File: src/rtl/abg_pkg.sv
package abg_pkg;

  // Bus clock period.
  localparam int unsigned CLK_PERIOD_NS = 25;

  // The board answers on eight ports starting at 200 octal.
  localparam logic [7:0] BOARD_BASE     = 8'h80;
  localparam int unsigned BOARD_SPAN_LSB = 3;
  localparam logic [2:0] CHAN_PORT_OFS  = 3'h1;
  localparam logic [2:0] DATA_PORT_OFS  = 3'h4;

  // Pulse lengths in nanoseconds and the derived cycle counts.
  localparam int unsigned ENABLE_NS  = 500;
  localparam int unsigned START_NS   = 150;
  localparam int unsigned ENABLE_CYC = (ENABLE_NS + CLK_PERIOD_NS - 1) / CLK_PERIOD_NS;
  localparam int unsigned START_CYC  = (START_NS + CLK_PERIOD_NS - 1) / CLK_PERIOD_NS;
  localparam int unsigned CNT_W      = 5;

  // Channel number layout: three bits within a group, two bits of group.
  localparam int unsigned CHAN_W     = 5;
  localparam int unsigned GROUP_LSB  = 3;
  localparam int unsigned GROUPS     = 3;

  // Reset values.
  localparam logic [4:0] CHAN_RESET = 5'h00;
  localparam logic [7:0] BYTE_RESET = 8'h00;

  // Access sequencer states, one-hot.
  typedef enum logic [2:0]
  {
    ST_IDLE  = 3'h1,
    ST_WRITE = 3'h2,
    ST_READ  = 3'h4
  } abg_state_e;

endpackage : abg_pkg

File: src/rtl/abg_pulse.sv
// Stretches a one-cycle trigger into a high pulse of a fixed number of cycles.
// The output comes straight from a flip-flop; a new trigger restarts the count.
module abg_pulse #(
  parameter logic [4:0] LENGTH = 5'h01
) (
  // Clock and reset
  input  wire logic mclk,
  input  wire logic rst,
  // Trigger and pulse
  input  wire logic trigger,
  output logic      pulse_q
);

  logic [4:0] cnt_q;
  logic [4:0] cnt_d;
  logic       pulse_d;

  always_comb
  begin
    cnt_d   = cnt_q;
    pulse_d = pulse_q;
    if (trigger)
    begin
      cnt_d   = LENGTH - 5'h01;
      pulse_d = 1'b1;
    end
    else if (cnt_q != 5'h00)
    begin
      cnt_d = cnt_q - 5'h01;
    end
    else
    begin
      pulse_d = 1'b0;
    end
  end

  always_ff @(posedge mclk or posedge rst)
  begin
    if (rst)
    begin
      cnt_q   <= 5'h00;
      pulse_q <= 1'b0;
    end
    else
    begin
      cnt_q   <= cnt_d;
      pulse_q <= pulse_d;
    end
  end

endmodule : abg_pulse

File: src/rtl/abg_bus_glue.sv
// Behaviour
// - On a board write, the written byte appears on both adapters' data lines.
// - Every adapter data bit follows its own written bit independently.
// - On a board read, adapter data pass uninverted onto the bus input lines.
// - Every board read or write gives a 500 ns high adapter enable pulse.
// - Every board write gives a 500 ns low wait request to the host.
// - Eight-channel select lines carry the complement of the channel; MSB first.
// - Group select lines carry the complemented in-group channel, MSB first.
// - Every board read starts a converter start pulse of about 150 ns.
// - At most one group multiplexer is enabled, active low, by channel group; group 3 enables none.
module abg_bus_glue (
  // Clock and reset
  input  wire logic       mclk,
  input  wire logic       rst,
  // Host processor input and output cycles
  input  wire logic [7:0] io_addr,
  input  wire logic [7:0] io_wdata,
  input  wire logic       io_wr,
  input  wire logic       io_rd,
  output logic      [7:0] bus_input_lines_q,
  output logic            wait_req_n_q,
  // Peripheral adapter side
  input  wire logic [7:0] adapter_data_i,
  output logic      [7:0] adapter_data_o_q,
  output logic            adapter_data_oe_q,
  output logic            adapter_enable_q,
  output logic            write_strobe_node_n_q,
  output logic            read_strobe_node_n_q,
  // Converter and multiplexers
  output logic            converter_start_q,
  output logic      [2:0] chan8_sel_n_q,
  output logic      [2:0] group_sel_n_q,
  output logic      [2:0] group_en_n_q
);

  localparam logic [4:0] ENABLE_LEN = 5'(abg_pkg::ENABLE_CYC);
  localparam logic [4:0] START_LEN  = 5'(abg_pkg::START_CYC);

  // True when a port address falls in the board's eight-port window.
  function automatic logic board_hit(input logic [7:0] addr);
    board_hit = addr[7:abg_pkg::BOARD_SPAN_LSB] ==
                abg_pkg::BOARD_BASE[7:abg_pkg::BOARD_SPAN_LSB];
  endfunction : board_hit

  abg_pkg::abg_state_e state_q;
  abg_pkg::abg_state_e state_d;
  logic [4:0]          cnt_q;
  logic [4:0]          cnt_d;
  logic                access_q;
  logic                access_now;
  logic                start_wr;
  logic                start_rd;
  logic                conv_trigger;

  logic [7:0]          data_o_d;
  logic                data_oe_d;
  logic                enable_d;
  logic                wait_n_d;
  logic                wr_node_n_d;
  logic                rd_node_n_d;
  logic [7:0]          bus_in_d;

  logic [4:0]          chan_q;
  logic [4:0]          chan_d;
  logic [2:0]          chan8_d;
  logic [2:0]          gsel_d;
  logic [2:0]          gen_d;

  // A cycle starts on the first clock its strobe is seen, so a strobe that the
  // host holds for many clocks produces one access, not a train of them.
  assign access_now = board_hit(io_addr) && (io_wr || io_rd);
  assign start_wr   = access_now && !access_q && io_wr;
  assign start_rd   = access_now && !access_q && !io_wr && io_rd;

  // Access sequencer.
  always_comb
  begin
    state_d      = state_q;
    cnt_d        = cnt_q;
    data_o_d     = adapter_data_o_q;
    data_oe_d    = adapter_data_oe_q;
    enable_d     = adapter_enable_q;
    wait_n_d     = wait_req_n_q;
    wr_node_n_d  = write_strobe_node_n_q;
    rd_node_n_d  = read_strobe_node_n_q;
    bus_in_d     = bus_input_lines_q;
    conv_trigger = 1'b0;
    case (state_q)
      abg_pkg::ST_IDLE:
      begin
        if (start_wr)
        begin
          state_d     = abg_pkg::ST_WRITE;
          cnt_d       = ENABLE_LEN - 5'h01;
          data_o_d    = io_wdata;
          data_oe_d   = 1'b1;
          wr_node_n_d = 1'b0;
          enable_d    = 1'b1;
          wait_n_d    = 1'b0;
        end
        else if (start_rd)
        begin
          state_d      = abg_pkg::ST_READ;
          cnt_d        = ENABLE_LEN - 5'h01;
          rd_node_n_d  = 1'b0;
          enable_d     = 1'b1;
          conv_trigger = 1'b1;
        end
      end
      abg_pkg::ST_WRITE:
      begin
        if (cnt_q == 5'h00)
        begin
          // Wait and enable drop together so the host cannot finish early.
          state_d     = abg_pkg::ST_IDLE;
          enable_d    = 1'b0;
          wait_n_d    = 1'b1;
          wr_node_n_d = 1'b1;
          data_oe_d   = 1'b0;
        end
        else
        begin
          cnt_d = cnt_q - 5'h01;
        end
      end
      abg_pkg::ST_READ:
      begin
        // Adapter data are sampled every clock of the read; no inversion.
        bus_in_d = adapter_data_i;
        if (cnt_q == 5'h00)
        begin
          state_d     = abg_pkg::ST_IDLE;
          enable_d    = 1'b0;
          rd_node_n_d = 1'b1;
        end
        else
        begin
          cnt_d = cnt_q - 5'h01;
        end
      end
      default:
      begin
        state_d     = abg_pkg::ST_IDLE;
        cnt_d       = 5'h00;
        enable_d    = 1'b0;
        wait_n_d    = 1'b1;
        wr_node_n_d = 1'b1;
        rd_node_n_d = 1'b1;
        data_oe_d   = 1'b0;
      end
    endcase
  end

  always_ff @(posedge mclk or posedge rst)
  begin
    if (rst)
    begin
      state_q               <= abg_pkg::ST_IDLE;
      cnt_q                 <= 5'h00;
      access_q              <= 1'b0;
      adapter_data_o_q      <= abg_pkg::BYTE_RESET;
      adapter_data_oe_q     <= 1'b0;
      adapter_enable_q      <= 1'b0;
      wait_req_n_q          <= 1'b1;
      write_strobe_node_n_q <= 1'b1;
      read_strobe_node_n_q  <= 1'b1;
      bus_input_lines_q     <= abg_pkg::BYTE_RESET;
    end
    else
    begin
      state_q               <= state_d;
      cnt_q                 <= cnt_d;
      access_q              <= access_now;
      adapter_data_o_q      <= data_o_d;
      adapter_data_oe_q     <= data_oe_d;
      adapter_enable_q      <= enable_d;
      wait_req_n_q          <= wait_n_d;
      write_strobe_node_n_q <= wr_node_n_d;
      read_strobe_node_n_q  <= rd_node_n_d;
      bus_input_lines_q     <= bus_in_d;
    end
  end

  // Channel latch and multiplexer selects. Channels above 23 leave every
  // group disabled, which keeps a bad channel number off the converter.
  always_comb
  begin
    chan_d = chan_q;
    // A channel write that lands while an access still runs is refused, like
    // the access itself, so the selects never move under a running conversion.
    if (start_wr && (state_q == abg_pkg::ST_IDLE) &&
        (io_addr[2:0] == abg_pkg::CHAN_PORT_OFS))
    begin
      chan_d = io_wdata[abg_pkg::CHAN_W-1:0];
    end
    chan8_d = ~{chan_d[2], chan_d[1], chan_d[0]};
    gsel_d  = ~{chan_d[2], chan_d[1], chan_d[0]};
    gen_d   = 3'h7;
    case (chan_d[4:abg_pkg::GROUP_LSB])
      2'h0:    gen_d = 3'h6;
      2'h1:    gen_d = 3'h5;
      2'h2:    gen_d = 3'h3;
      default: gen_d = 3'h7;
    endcase
  end

  always_ff @(posedge mclk or posedge rst)
  begin
    if (rst)
    begin
      chan_q        <= abg_pkg::CHAN_RESET;
      chan8_sel_n_q <= 3'h7;
      group_sel_n_q <= 3'h7;
      group_en_n_q  <= 3'h6;
    end
    else
    begin
      chan_q        <= chan_d;
      chan8_sel_n_q <= chan8_d;
      group_sel_n_q <= gsel_d;
      group_en_n_q  <= gen_d;
    end
  end

  // Converter start on every board read.
  abg_pulse #(
    .LENGTH (START_LEN)
  ) u_conv_start (
    .mclk    (mclk),
    .rst     (rst),
    .trigger (conv_trigger),
    .pulse_q (converter_start_q)
  );

endmodule : abg_bus_glue

File: config.mk
export PLATFORM = sky130hd
export DESIGN_NAME = abg_bus_glue
export DESIGN_NICKNAME = d
export VERILOG_FILES = /design/src/rtl/abg_pkg.sv /design/src/rtl/abg_pulse.sv /design/src/rtl/abg_bus_glue.sv
export SDC_FILE = /design/constraint.sdc
export NUM_CORES = 1
export LEC_CHECK = 0
export BUFFER_PORTS_ARGS = -buffer_cell sky130_fd_sc_hd__buf_4
export CORE_MARGIN = 2
export CORE_UTILIZATION = 26
export DETAILED_ROUTE_END_ITERATION = 12
export HOLD_SLACK_MARGIN = 0.08
export MAX_ROUTING_LAYER = met4
export PLACE_DENSITY_LB_ADDON = 0.3
export SLEW_MARGIN = 30
export SYNTH_ARGS = -nofsm -noshare
export SYNTH_HDL_FRONTEND = slang
export SYNTH_HIERARCHICAL = 1
export SYNTH_SLANG_ARGS = --single-unit
File: constraint.sdc
create_clock -name mclk -period 2.3 [get_ports mclk]
set_input_delay 0.115 -clock mclk [delete_from_list [all_inputs] [get_ports mclk]]
set_output_delay 0.115 -clock mclk [all_outputs]
set_load 0.01 [all_outputs]
==> results of run 1 <==
## worst reg2reg max path, stage by stage, from the launching register on
cell,delay [ps]
dfstp_2,610
nor4b_2,230
nand4_1,170
or4b_4,650
mux2_4,350
## timing repair
action	CTS	global route
endpoints found under the hold margin	59	0
hold buffers	17	0
gates resized for setup	0	0
## through the flow
step	hold slack [ps]	area (um^2)
3_3_place_gp	69.5	2620
6_report	90.5	2900
3_5_place_dp	69.3	2620
4_1_cts	80.3	2900
5_1_grt	85.3	2900
2_1_floorplan	-94.0	2080
## worst max path at each step
stage          startpoint         to  slack (ps)  cells past startpoint
3_5_place_dp   state_q[0]  chan_q[4]         190                      4
2_1_floorplan  state_q[0]  flip-flop         240                      6
3_3_place_gp   state_q[0]  chan_q[3]         290                      4
6_report       state_q[0]  chan_q[4]         200                      4
5_1_grt        state_q[0]  chan_q[4]         110                      4
4_1_cts        state_q[0]  chan_q[4]         180                      4
## where the power goes
group          total [W]  switching, W  internal (W)
registers        0.00101     0.0000823      0.000929
clock network   0.000550      0.000275      0.000276
logic           0.000470      0.000201      0.000269
total            0.00203      0.000558       0.00147
## registers in the layout, summed over array words and instances, names as in the netlist, 2 cells and up, named ones only
signal	count
state_q	3
chan_q	2
adapter_data_o_q	8
group_sel_n_q	3
group_en_n_q	3
bus_input_lines_q	8
cnt_q	5
u_conv_start/cnt_q	5
## routing by layer
metal	up-vias	track usage (%)	wire length, um
met2	36	18.2	2110
met4	0	2.70	40
met1	729	13.6	2130
li1	744	-	-
met5	-	-	0
met3	4	2.50	156
## area by class of cell
| cell class | count | area, um^2 |
|---|---|---|
| Timing Repair Buffer | 80 | 643 |
| Inverter | 12 | 45.0 |
| Sequential cell | 46 | 1160 |
| Clock buffer | 7 | 96.3 |
| Fill cell | 751 | 4830 |
| Clock inverter | 1 | 8.76 |
| Multi-Input combinational cell | 101 | 817 |
| Tap cell | 102 | 128 |
## synthesized netlist by cell type, types with 2 or more instances
cell type | instances | share of area [%]
buf_4 | 4 | 1.4
dfrtp_1 | 38 | 46
xnor2_1 | 2 | 0.84
buf_2 | 2 | 0.48
a21oi_1 | 7 | 1.7
a21o_1 | 2 | 0.72
nand2_1 | 10 | 1.8
nor3_1 | 4 | 0.96
o21ai_0 | 3 | 0.72
nor4b_1 | 2 | 0.84
mux2_2 | 17 | 9.2
ha_1 | 3 | 1.8
inv_1 | 12 | 2.2
mux2_4 | 4 | 2.9
dfstp_2 | 8 | 10
or3_1 | 3 | 0.90
o22a_1 | 5 | 2.1
nor3b_1 | 2 | 0.72
mux2i_1 | 7 | 3.4
nor2_1 | 6 | 1.1
nor2b_1 | 7 | 2.1
a211o_1 | 2 | 0.84
## cells by family (layout without fill, tap and decap cells)
family / count (synthesis) / count (layout) / synth area share [%]
flip-flops: 46 / 46 / 55.8
AND/OR/NAND/NOR: 43 / 43 / 12.4
multiplexers: 28 / 28 / 15.4
AO/OA/AOI/OAI: 25 / 25 / 8.71
buffers and inverters: 21 / 100 / 4.99
adder cells (fa/ha/maj): 3 / 3 / 1.80
XOR/XNOR: 2 / 2 / 0.841
==> qor.txt, run 1 <==
CLOCK NETWORK
-------------------------------------------------------------------------------------
Total clock buffers created by CTS .....................................            5
TritonCTS clock tree ...................................................        built
Clock network latency to the later pin of the worst-skew pair ..........       300 ps
Clk pin slew, worst setup/hold paths ...................................        90 ps
Setup Buffers After CTS ................................................            0
CTS HTree Levels .......................................................            2
# clock sinks ..........................................................           46
Clk Tree Root Cell .....................................................     clkbuf_8
Number of buffers on the longest clock path ............................            2

WORST SETUP PATH
-------------------------------------------------------------------------------------
Cell depth of the worst flop-to-flop path ..............................            4
Worst-path fanout max ..................................................           11
Cell with the largest stage delay on the worst path ....................       or4b_4
Arrival time at the worst endpoint .....................................      2290 ps
Worst Path Class, Setup ................................................   reg -> reg
Family with the most delay on the worst path ........................... simple AND/OR/NAND/NOR gates
Critical path startpoint category ......................................    flip-flop
Critical path cell sequence ............................................ nor4b_2, nand4_1, or4b_4, mux2_4
Required time at the endpoint of the critical path .....................      2490 ps
Max stage delay on crit path ...........................................       650 ps
Worst r2r src ..........................................................   state_q[0]
Number of buffers and inverters on the critical path ...................            0
Setup crit end kind ....................................................    flip-flop
Endpoint of the worst register-to-register path ........................    chan_q[4]
Register-to-register setup slack .......................................       200 ps

DIE
-------------------------------------------------------------------------------------
Die Span Y .............................................................      93.5 um
DIE AREA ...............................................................    8740 um^2
Starting Density .......................................................        26.9%
Total core area ........................................................    7730 um^2
Standard-cell row count ................................................           32
Chip Width .............................................................      93.5 um
Number of I/O pins .....................................................           59

WORST HOLD PATH
-------------------------------------------------------------------------------------
Type of the worst min-delay path .......................................    in -> reg
Worst-case hold path end point .........................................    chan_q[3]
Hold Path Stages .......................................................            2
Hold_sp ................................................................  io_wdata[3]

STA
-------------------------------------------------------------------------------------
Transition time at the pin with the least slew margin ..................       503 ps
Fmax ...................................................................    0.476 GHz
Pins over their slew limit .............................................            0
Normalized max-slew margin .............................................        66.4%
Final Hold Violating Endpoints .........................................            0
Final worst-path cycle share ...........................................        91.4%
Final number of setup-violating endpoints ..............................            0
Clock skew after layout ................................................      9.38 ps
Min cycle time layout ..................................................      2100 ps
Post-route worst setup slack ...........................................       198 ps
Unrepaired setup endpoints after global routing ........................           no
Final total negative setup slack .......................................         0 ps

SYNTH
-------------------------------------------------------------------------------------
Cells after Synth ......................................................          168
Synthesis-stage register bit count .....................................           46
Post-Synthesis Net Count ...............................................          199
Warnings from Yosys ....................................................            6
Syn Std Cell Area ......................................................    2080 um^2
Post-synth cell types ..................................................           40
Share of flip-flops with an asynchronous set or reset ..................         100%
Number of flops mapped to enable cells by yosys ........................            0
Post-synth top flop ....................................................      dfrtp_1
Share of the yosys chip area belonging to registers ....................        55.8%
Avg Cell Area, Syn .....................................................    12.4 um^2

GLOBAL ROUTING
-------------------------------------------------------------------------------------
Pin count of the biggest net entering global routing ...................           41
Antenna violations before repair .......................................            0
Wire length of the first global-routing pass ...........................      7.41 mm
Sum of overflow across all layers after global routing .................            0
Overall track demand over capacity in global routing ...................        10.9%
Number of global-route vias before repair ..............................         1565

PWR
-------------------------------------------------------------------------------------
Power Total ............................................................    0.00203 W
Pwr dens ...............................................................  701 nW/um^2
Worst ir drop on vdd ...................................................     0.335 mV
Cell leakage power .....................................................      1.44 nW

ROUTE
-------------------------------------------------------------------------------------
Post-route antenna net violation count .................................            0
Average via count per standard cell ....................................         4.34
DRC ....................................................................            0
Detailed Route Iter0 Violations ........................................           22
Iteration count of the initial detailed-routing pass ...................            4
Final wirelength .......................................................      4.44 mm
Mean routed wirelength per cell ........................................      12.7 um
Total via count in the routed design ...................................         1513

FINISH
-------------------------------------------------------------------------------------
Final core area utilization ............................................        37.5%
Area growth, synth to finish ...........................................        39.2%
Fraction of layout instances using a drive strength above 1 ............        42.5%
Antenna diode count ....................................................            0
Net count, final .......................................................          277
Final standard cell count with taps included and fillers excluded ......          349
Most frequent standard cell in the layout excluding fill and tap cells .        buf_4
Commonest cells after routing, fill and taps aside ..................... 63 x buf_4, 38 x dfrtp_1, 17 x mux2_2, 17 x dlygate4sd3_1, 11 x inv_1

PLACE
-------------------------------------------------------------------------------------
Final HPWL from detailed placement .....................................      3.07 mm
Routability congestion estimate ........................................        0.714
Count of buffers inserted at the top-level ports .......................           58
DP Worst Slack .........................................................       195 ps
Placed instance count ..................................................          324

RUN STATUS
-------------------------------------------------------------------------------------
Run status ............................................................. finished, final reports clean

FLOW RUN
-------------------------------------------------------------------------------------
Number of maximum-capacitance constraint violations ....................            0

Power figures use the tool's default switching activity.
==> run 2: changes to the inputs <==
==> constraint.sdc (replaced) <==
create_clock -name mclk -period 2.3 [get_ports mclk]
set_input_delay 0.46 -clock mclk [delete_from_list [all_inputs] [get_ports mclk]]
set_output_delay 0.46 -clock mclk [all_outputs]
set_load 0.01 [all_outputs]
==> qor.txt, run 2 (same netlist as run 1, synthesis figures left out) <==
STA
-------------------------------------------------------------------------------------
Transition time at the pin with the least slew margin ..................       495 ps   was 503 ps
Post-route worst setup slack ...........................................       242 ps   was 198 ps
Final number of setup-violating endpoints ..............................            0   unchanged
Unrepaired setup endpoints after global routing ........................           no   unchanged
Final Hold Violating Endpoints .........................................            0   unchanged
Final worst-path cycle share ...........................................        89.5%   was 91.4%
Final total negative setup slack .......................................         0 ps   unchanged
Normalized max-slew margin .............................................        67.0%   was 66.4%
Clock skew after layout ................................................      7.30 ps   was 9.38 ps
Fmax ...................................................................    0.486 GHz   was 0.476 GHz
Hold slack .............................................................      83.6 ps   was 90.5 ps
Min cycle time layout ..................................................      2060 ps   was 2100 ps
Pins over their slew limit .............................................            0   unchanged

FINISH
-------------------------------------------------------------------------------------
Antenna diode count ....................................................            0   unchanged
Fraction of layout instances using a drive strength above 1 ............        45.7%   was 42.5%
Most frequent standard cell in the layout excluding fill and tap cells .        buf_4   unchanged
Final standard cell count with taps included and fillers excluded ......          334   was 349
Area growth, synth to finish ...........................................        30.9%   was 39.2%
Net count, final .......................................................          262   was 277
Largest registers in the final layout .................................. adapter_data_o_q: 8 flops, bus_input_lines_q: 8 flops   unchanged
Commonest cells after routing, fill and taps aside ..................... 65 x buf_4, 38 x dfrtp_1, 17 x mux2_2   was 63 x buf_4, 38 x dfrtp_1, 17 x mux2_2, 17 x dlygate4sd3_1, 11 x inv_1
Final std cell area, no fill ...........................................    2730 um^2   was 2900 um^2

DIE
-------------------------------------------------------------------------------------
Standard-cell row count ................................................           32   unchanged
Number of I/O pins .....................................................           59   unchanged
Total core area ........................................................    7730 um^2   unchanged
Chip Width .............................................................      93.5 um   unchanged
Starting Density .......................................................        26.9%   unchanged
DIE AREA ...............................................................    8740 um^2   unchanged
Die Span Y .............................................................      93.5 um   unchanged

CLOCK NETWORK
-------------------------------------------------------------------------------------
# clock sinks ..........................................................           46   unchanged
Post-cts gate resize count .............................................            0   unchanged
Clk Tree Root Cell .....................................................     clkbuf_8   unchanged
CTS HTree Levels .......................................................            2   unchanged
TritonCTS clock tree ...................................................        built   unchanged
Clock network latency to the later pin of the worst-skew pair ..........       300 ps   about the same
Post-CTS Hold Fix Bufs .................................................            0   was 17
Setup Buffers After CTS ................................................            0   unchanged
Total clock buffers created by CTS .....................................            5   unchanged
Clk pin slew, worst setup/hold paths ...................................        90 ps   about the same
Number of buffers on the longest clock path ............................            2   unchanged

ROUTE
-------------------------------------------------------------------------------------
DRC ....................................................................            0   unchanged
Total via count in the routed design ...................................         1440   was 1513
Post-route antenna net violation count .................................            0   unchanged
Mean routed wirelength per cell ........................................      12.4 um   was 12.7 um
Average via count per standard cell ....................................         4.31   was 4.34
Iteration count of the initial detailed-routing pass ...................            4   unchanged
Detailed Route Iter0 Violations ........................................           52   was 22
Final wirelength .......................................................      4.15 mm   was 4.44 mm

WORST SETUP PATH
-------------------------------------------------------------------------------------
Worst Path Class, Setup ................................................   reg -> reg   unchanged
Setup crit end kind ....................................................    flip-flop   unchanged
Worst-path fanout max ..................................................           11   unchanged
Worst r2r src ..........................................................   state_q[0]   unchanged
Required time at the endpoint of the critical path .....................      2490 ps   about the same
Critical path startpoint category ......................................    flip-flop   unchanged
Endpoint of the worst register-to-register path ........................    chan_q[4]   unchanged
Register-to-register setup slack .......................................       240 ps   was 200 ps
Crit path from .........................................................   state_q[0]   unchanged
Arrival time at the worst endpoint .....................................      2250 ps   was 2290 ps
Cell depth of the worst flop-to-flop path ..............................            4   unchanged

FLOW RUN
-------------------------------------------------------------------------------------
Number of maximum-capacitance constraint violations ....................            0   unchanged

GLOBAL ROUTING
-------------------------------------------------------------------------------------
Met3 Track Usage GR ....................................................        2.90%   was 2.50%
Overall track demand over capacity in global routing ...................        10.1%   was 10.9%
Number of global-route vias before repair ..............................         1417   was 1565
Met2 routing resource usage after global routing .......................        14.7%   was 18.2%
Wire length of the first global-routing pass ...........................      6.72 mm   was 7.41 mm
GR Layer Usage met1 ....................................................        13.6%   about the same
Antenna violations before repair .......................................            0   unchanged
Sum of overflow across all layers after global routing .................            0   unchanged
Pin count of the biggest net entering global routing ...................           41   unchanged
Busiest layer in global routing ........................................         met2   unchanged

PWR
-------------------------------------------------------------------------------------
Cell leakage power .....................................................      1.37 nW   was 1.44 nW
Worst ir drop on vdd ...................................................     0.263 mV   was 0.335 mV
Pwr dens ...............................................................  716 nW/um^2   was 701 nW/um^2

WORST HOLD PATH
-------------------------------------------------------------------------------------
Type of the worst min-delay path .......................................  in -> async   was in -> reg

PLACE
-------------------------------------------------------------------------------------
Placed instance count ..................................................          326   was 324
Routability congestion estimate ........................................        0.706   was 0.714
Final HPWL from detailed placement .....................................      3.05 mm   was 3.07 mm
DP Worst Slack .........................................................       213 ps   was 195 ps
Instance area at placement .............................................    2640 um^2   was 2620 um^2
Count of buffers inserted at the top-level ports .......................           58   unchanged

RUN STATUS
-------------------------------------------------------------------------------------
Run status ............................................................. finished, final reports clean   unchanged

-- run 2: changes by cell type in the layout (fill, tap and decap cells not counted) --
cell           previous run  this run
dlygate4sd3_1            17         0
buf_4                    63        65
clkbuf_8                  7         5
clkbuf_1                  0         1
clkinv_2                  0         1
-- run 2: cell type report --
| class | instances | area (um^2) |
|---|---|---|
| clock inverter | 2 | 13.8 |
| timing repair buffer | 65 | 488 |
| fill | 792 | 5000 |
| clock buffer | 6 | 72.6 |
| sequential | 46 | 1160 |
| multi-input combinational | 101 | 817 |
| inverter | 12 | 45.0 |
| tap | 102 | 128 |
-- run 2: how the worst max path moves through the flow --
stage                                 end  slack (ps)  depth (start not counted)
floorplan           u_conv_start/cnt_q[4]         190                          5
global placement                flip-flop         220                          5
detailed placement              flip-flop         210                          5
CTS                             chan_q[4]         230                          4
global route                    chan_q[4]         140                          4
finish                          chan_q[4]         240                          4
-- run 2: metrics by stage --
step	utilization (%)	power, W
6_report	35.3	0.00195
2_1_floorplan	-	0.00130
3_5_place_dp	34.1	0.00148
3_3_place_gp	34.1	0.00147
4_1_cts	35.3	0.00198
5_1_grt	35.3	0.00207
-- run 2: where the power goes --
group	internal (W)	switching [W]	leakage [nW]
logic	0.000252	0.000196	0.742
clock network	0.000215	0.000278	0.0452
registers	0.000929	0.0000801	0.587
-- run 2: critical path: stages, from the launching register on --
cell,delay (ps)
dfstp_2,600
nor4b_2,200
nand4_1,160
or4b_4,640
mux2_4,340
-- run 2: per-layer routing --
layer	routed length (um)	part of all wire, %	vias to the layer above
met2	1870	45	41
met4	15	0.36	0
met5	0	0	-
met1	2070	50	688
met3	201	4.8	2
li1	-	-	709
==> run 3: changes to the inputs <==
--- a/config.mk
+++ b/config.mk
@@ -7,7 +7,7 @@
 export LEC_CHECK = 0
 export BUFFER_PORTS_ARGS = -buffer_cell sky130_fd_sc_hd__buf_4
 export CORE_MARGIN = 2
-export CORE_UTILIZATION = 26
+export CORE_UTILIZATION = 40
 export DETAILED_ROUTE_END_ITERATION = 12
 export HOLD_SLACK_MARGIN = 0.08
 export MAX_ROUTING_LAYER = met4
==> qor.txt, run 3 (same netlist as run 1, synthesis figures left out) <==
FINISH
-------------------------------------------------------------------------------------
Antenna diode count ....................................................            0   unchanged
Largest registers in the final layout .................................. adapter_data_o_q: 8 flops, bus_input_lines_q: 8 flops   unchanged
Fraction of layout instances using a drive strength above 1 ............        45.0%   was 45.7%
Most frequent standard cell in the layout excluding fill and tap cells .        buf_4   unchanged
Area growth, synth to finish ...........................................        28.7%   was 30.9%
FILL cells .............................................................          462   was 792
Net count, final .......................................................          261   was 262
Commonest cells after routing, fill and taps aside ..................... 63 x buf_4, 38 x dfrtp_1, 17 x mux2_2   was 65 x buf_4, 38 x dfrtp_1, 17 x mux2_2
Final standard cell count with taps included and fillers excluded ......          301   was 334

CLOCK NETWORK
-------------------------------------------------------------------------------------
# clock sinks ..........................................................           46   unchanged
Post-cts gate resize count .............................................            0   unchanged
Clock network latency to the later pin of the worst-skew pair ..........       300 ps   about the same
CTS HTree Levels .......................................................            2   unchanged
Number of buffers on the longest clock path ............................            2   unchanged
Post-CTS Hold Fix Bufs .................................................            1   was 0
Clk Tree Root Cell .....................................................     clkbuf_8   unchanged
Clk pin slew, worst setup/hold paths ...................................        80 ps   was 90 ps
Total clock buffers created by CTS .....................................            5   unchanged
TritonCTS clock tree ...................................................        built   unchanged
Setup Buffers After CTS ................................................            0   unchanged

GLOBAL ROUTING
-------------------------------------------------------------------------------------
Overall track demand over capacity in global routing ...................        15.0%   was 10.1%
Pin count of the biggest net entering global routing ...................           41   unchanged
Wire length of the first global-routing pass ...........................      6.76 mm   was 6.72 mm
Antenna violations before repair .......................................            0   unchanged
Number of global-route vias before repair ..............................         1486   was 1417
Sum of overflow across all layers after global routing .................            0   unchanged

PLACE
-------------------------------------------------------------------------------------
Final HPWL from detailed placement .....................................      2.88 mm   was 3.05 mm
Placed instance count ..................................................          292   was 326
Routability congestion estimate ........................................        0.825   was 0.706
Count of buffers inserted at the top-level ports .......................           58   unchanged

DIE
-------------------------------------------------------------------------------------
DIE AREA ...............................................................    5800 um^2   was 8740 um^2
Total core area ........................................................    5070 um^2   was 7730 um^2
Starting Density .......................................................        41.0%   was 26.9%
Chip Width .............................................................      76.1 um   was 93.5 um
Number of I/O pins .....................................................           59   unchanged
Die Span Y .............................................................      76.1 um   was 93.5 um
Standard-cell row count ................................................           26   was 32

STA
-------------------------------------------------------------------------------------
Min cycle time layout ..................................................      2040 ps   was 2060 ps
Final total negative setup slack .......................................         0 ps   unchanged
Unrepaired setup endpoints after global routing ........................           no   unchanged
Final number of setup-violating endpoints ..............................            0   unchanged
Fmax ...................................................................    0.490 GHz   was 0.486 GHz
Final Hold Violating Endpoints .........................................            0   unchanged
Clock skew after layout ................................................      5.92 ps   was 7.30 ps
Pins over their slew limit .............................................            0   unchanged
Transition time at the pin with the least slew margin ..................       871 ps   was 495 ps
Hold slack .............................................................       312 ps   was 83.6 ps
Final worst-path cycle share ...........................................        88.7%   was 89.5%
Normalized max-slew margin .............................................        41.5%   was 67.0%

WORST HOLD PATH
-------------------------------------------------------------------------------------
Hold_sp ................................................................  io_wdata[0]
Worst-case hold path end point ......................................... group_sel_n_q[0]
Type of the worst min-delay path .......................................    in -> reg   was in -> async
Hold Path Stages .......................................................            2

WORST SETUP PATH
-------------------------------------------------------------------------------------
Worst r2r src ..........................................................   state_q[0]   unchanged
Cell depth of the worst flop-to-flop path ..............................            4   unchanged
Worst Path Class, Setup ................................................   reg -> reg   unchanged
Worst-path fanout max ..................................................           11   unchanged
Register-to-register setup slack .......................................       260 ps   was 240 ps
Required time at the endpoint of the critical path .....................      2490 ps   about the same
Critical path startpoint category ......................................    flip-flop   unchanged
Arrival time at the worst endpoint .....................................      2230 ps   was 2250 ps
Setup crit end kind ....................................................    flip-flop   unchanged

ROUTE
-------------------------------------------------------------------------------------
Iteration count of the initial detailed-routing pass ...................            4   unchanged
Final wirelength .......................................................      3.90 mm   was 4.15 mm
Detailed Route Iter0 Violations ........................................           36   was 52
Post-route antenna net violation count .................................            0   unchanged
DRC ....................................................................            0   unchanged
Average via count per standard cell ....................................         4.82   was 4.31
Total via count in the routed design ...................................         1451   was 1440
Mean routed wirelength per cell ........................................      13.0 um   was 12.4 um

FLOW RUN
-------------------------------------------------------------------------------------
Number of maximum-capacitance constraint violations ....................            0   unchanged

PWR
-------------------------------------------------------------------------------------
Worst ir drop on vdd ...................................................     0.325 mV   was 0.263 mV
Pwr dens ...............................................................  725 nW/um^2   was 716 nW/um^2
Cell leakage power .....................................................      1.37 nW   about the same

RUN STATUS
-------------------------------------------------------------------------------------
Run status ............................................................. finished, final reports clean   unchanged

==> run 3: worst max-delay path by stage <==
stage / start / endpoint / slack [ps] / depth (start not counted)
4_1_cts: state_q[0] / flip-flop / 240 / 4
3_5_place_dp: state_q[0] / flip-flop / 250 / 4
6_report: state_q[0] / flip-flop / 260 / 4
3_3_place_gp: io_addr[3] / chan_q[4] / 290 / 5
5_1_grt: cnt_q[0] / adapter_enable_q / 140 / 6
2_1_floorplan: io_addr[3] / u_conv_start/cnt_q[4] / 190 / 5
==> run 3: layout make-up <==
cell class,instances,area (um^2),area share (%)
flip-flops and latches,46,1160,43.3
multi-input cells,101,817,30.5
well taps,70,87.6,3.27
inverters,12,45.0,1.68
clock inverters,2,13.8,0.514
repair buffers,64,483,18.0
clock buffers,6,72.6,2.71
==> run 3: metrics by stage <==
stage	util (%)	instance area (um^2)	worst slack (ps)	power (W)
floorplan	-	2080	185	0.00130
global placement	50.9	2580	286	0.00147
detailed placement	50.9	2580	253	0.00149
CTS	52.8	2680	235	0.00198
global route	52.8	2680	135	0.00207
finish	52.8	2680	260	0.00194
==> run 3: power breakdown <==
group / internal (W) / switching [W]
Sequential: 0.000929 / 0.0000808
Combinational: 0.000254 / 0.000197
Clock: 0.000215 / 0.000267
==> run 3: worst max-delay path, stage by stage (launching register included) <==
cell and delay [ps]:
dfstp_2 590, nor4b_2 200, nand4_1 160, or4b_4 640, mux2_4 340
==> run 3: metal layers <==
metal | wire length [um] | up-vias | track usage, %
met5 | 0 | - | -
met4 | 42 | 0 | 7.09
met3 | 211 | 5 | 3.55
met2 | 1850 | 41 | 23.4
met1 | 1790 | 691 | 18.4
li1 | - | 714 | -
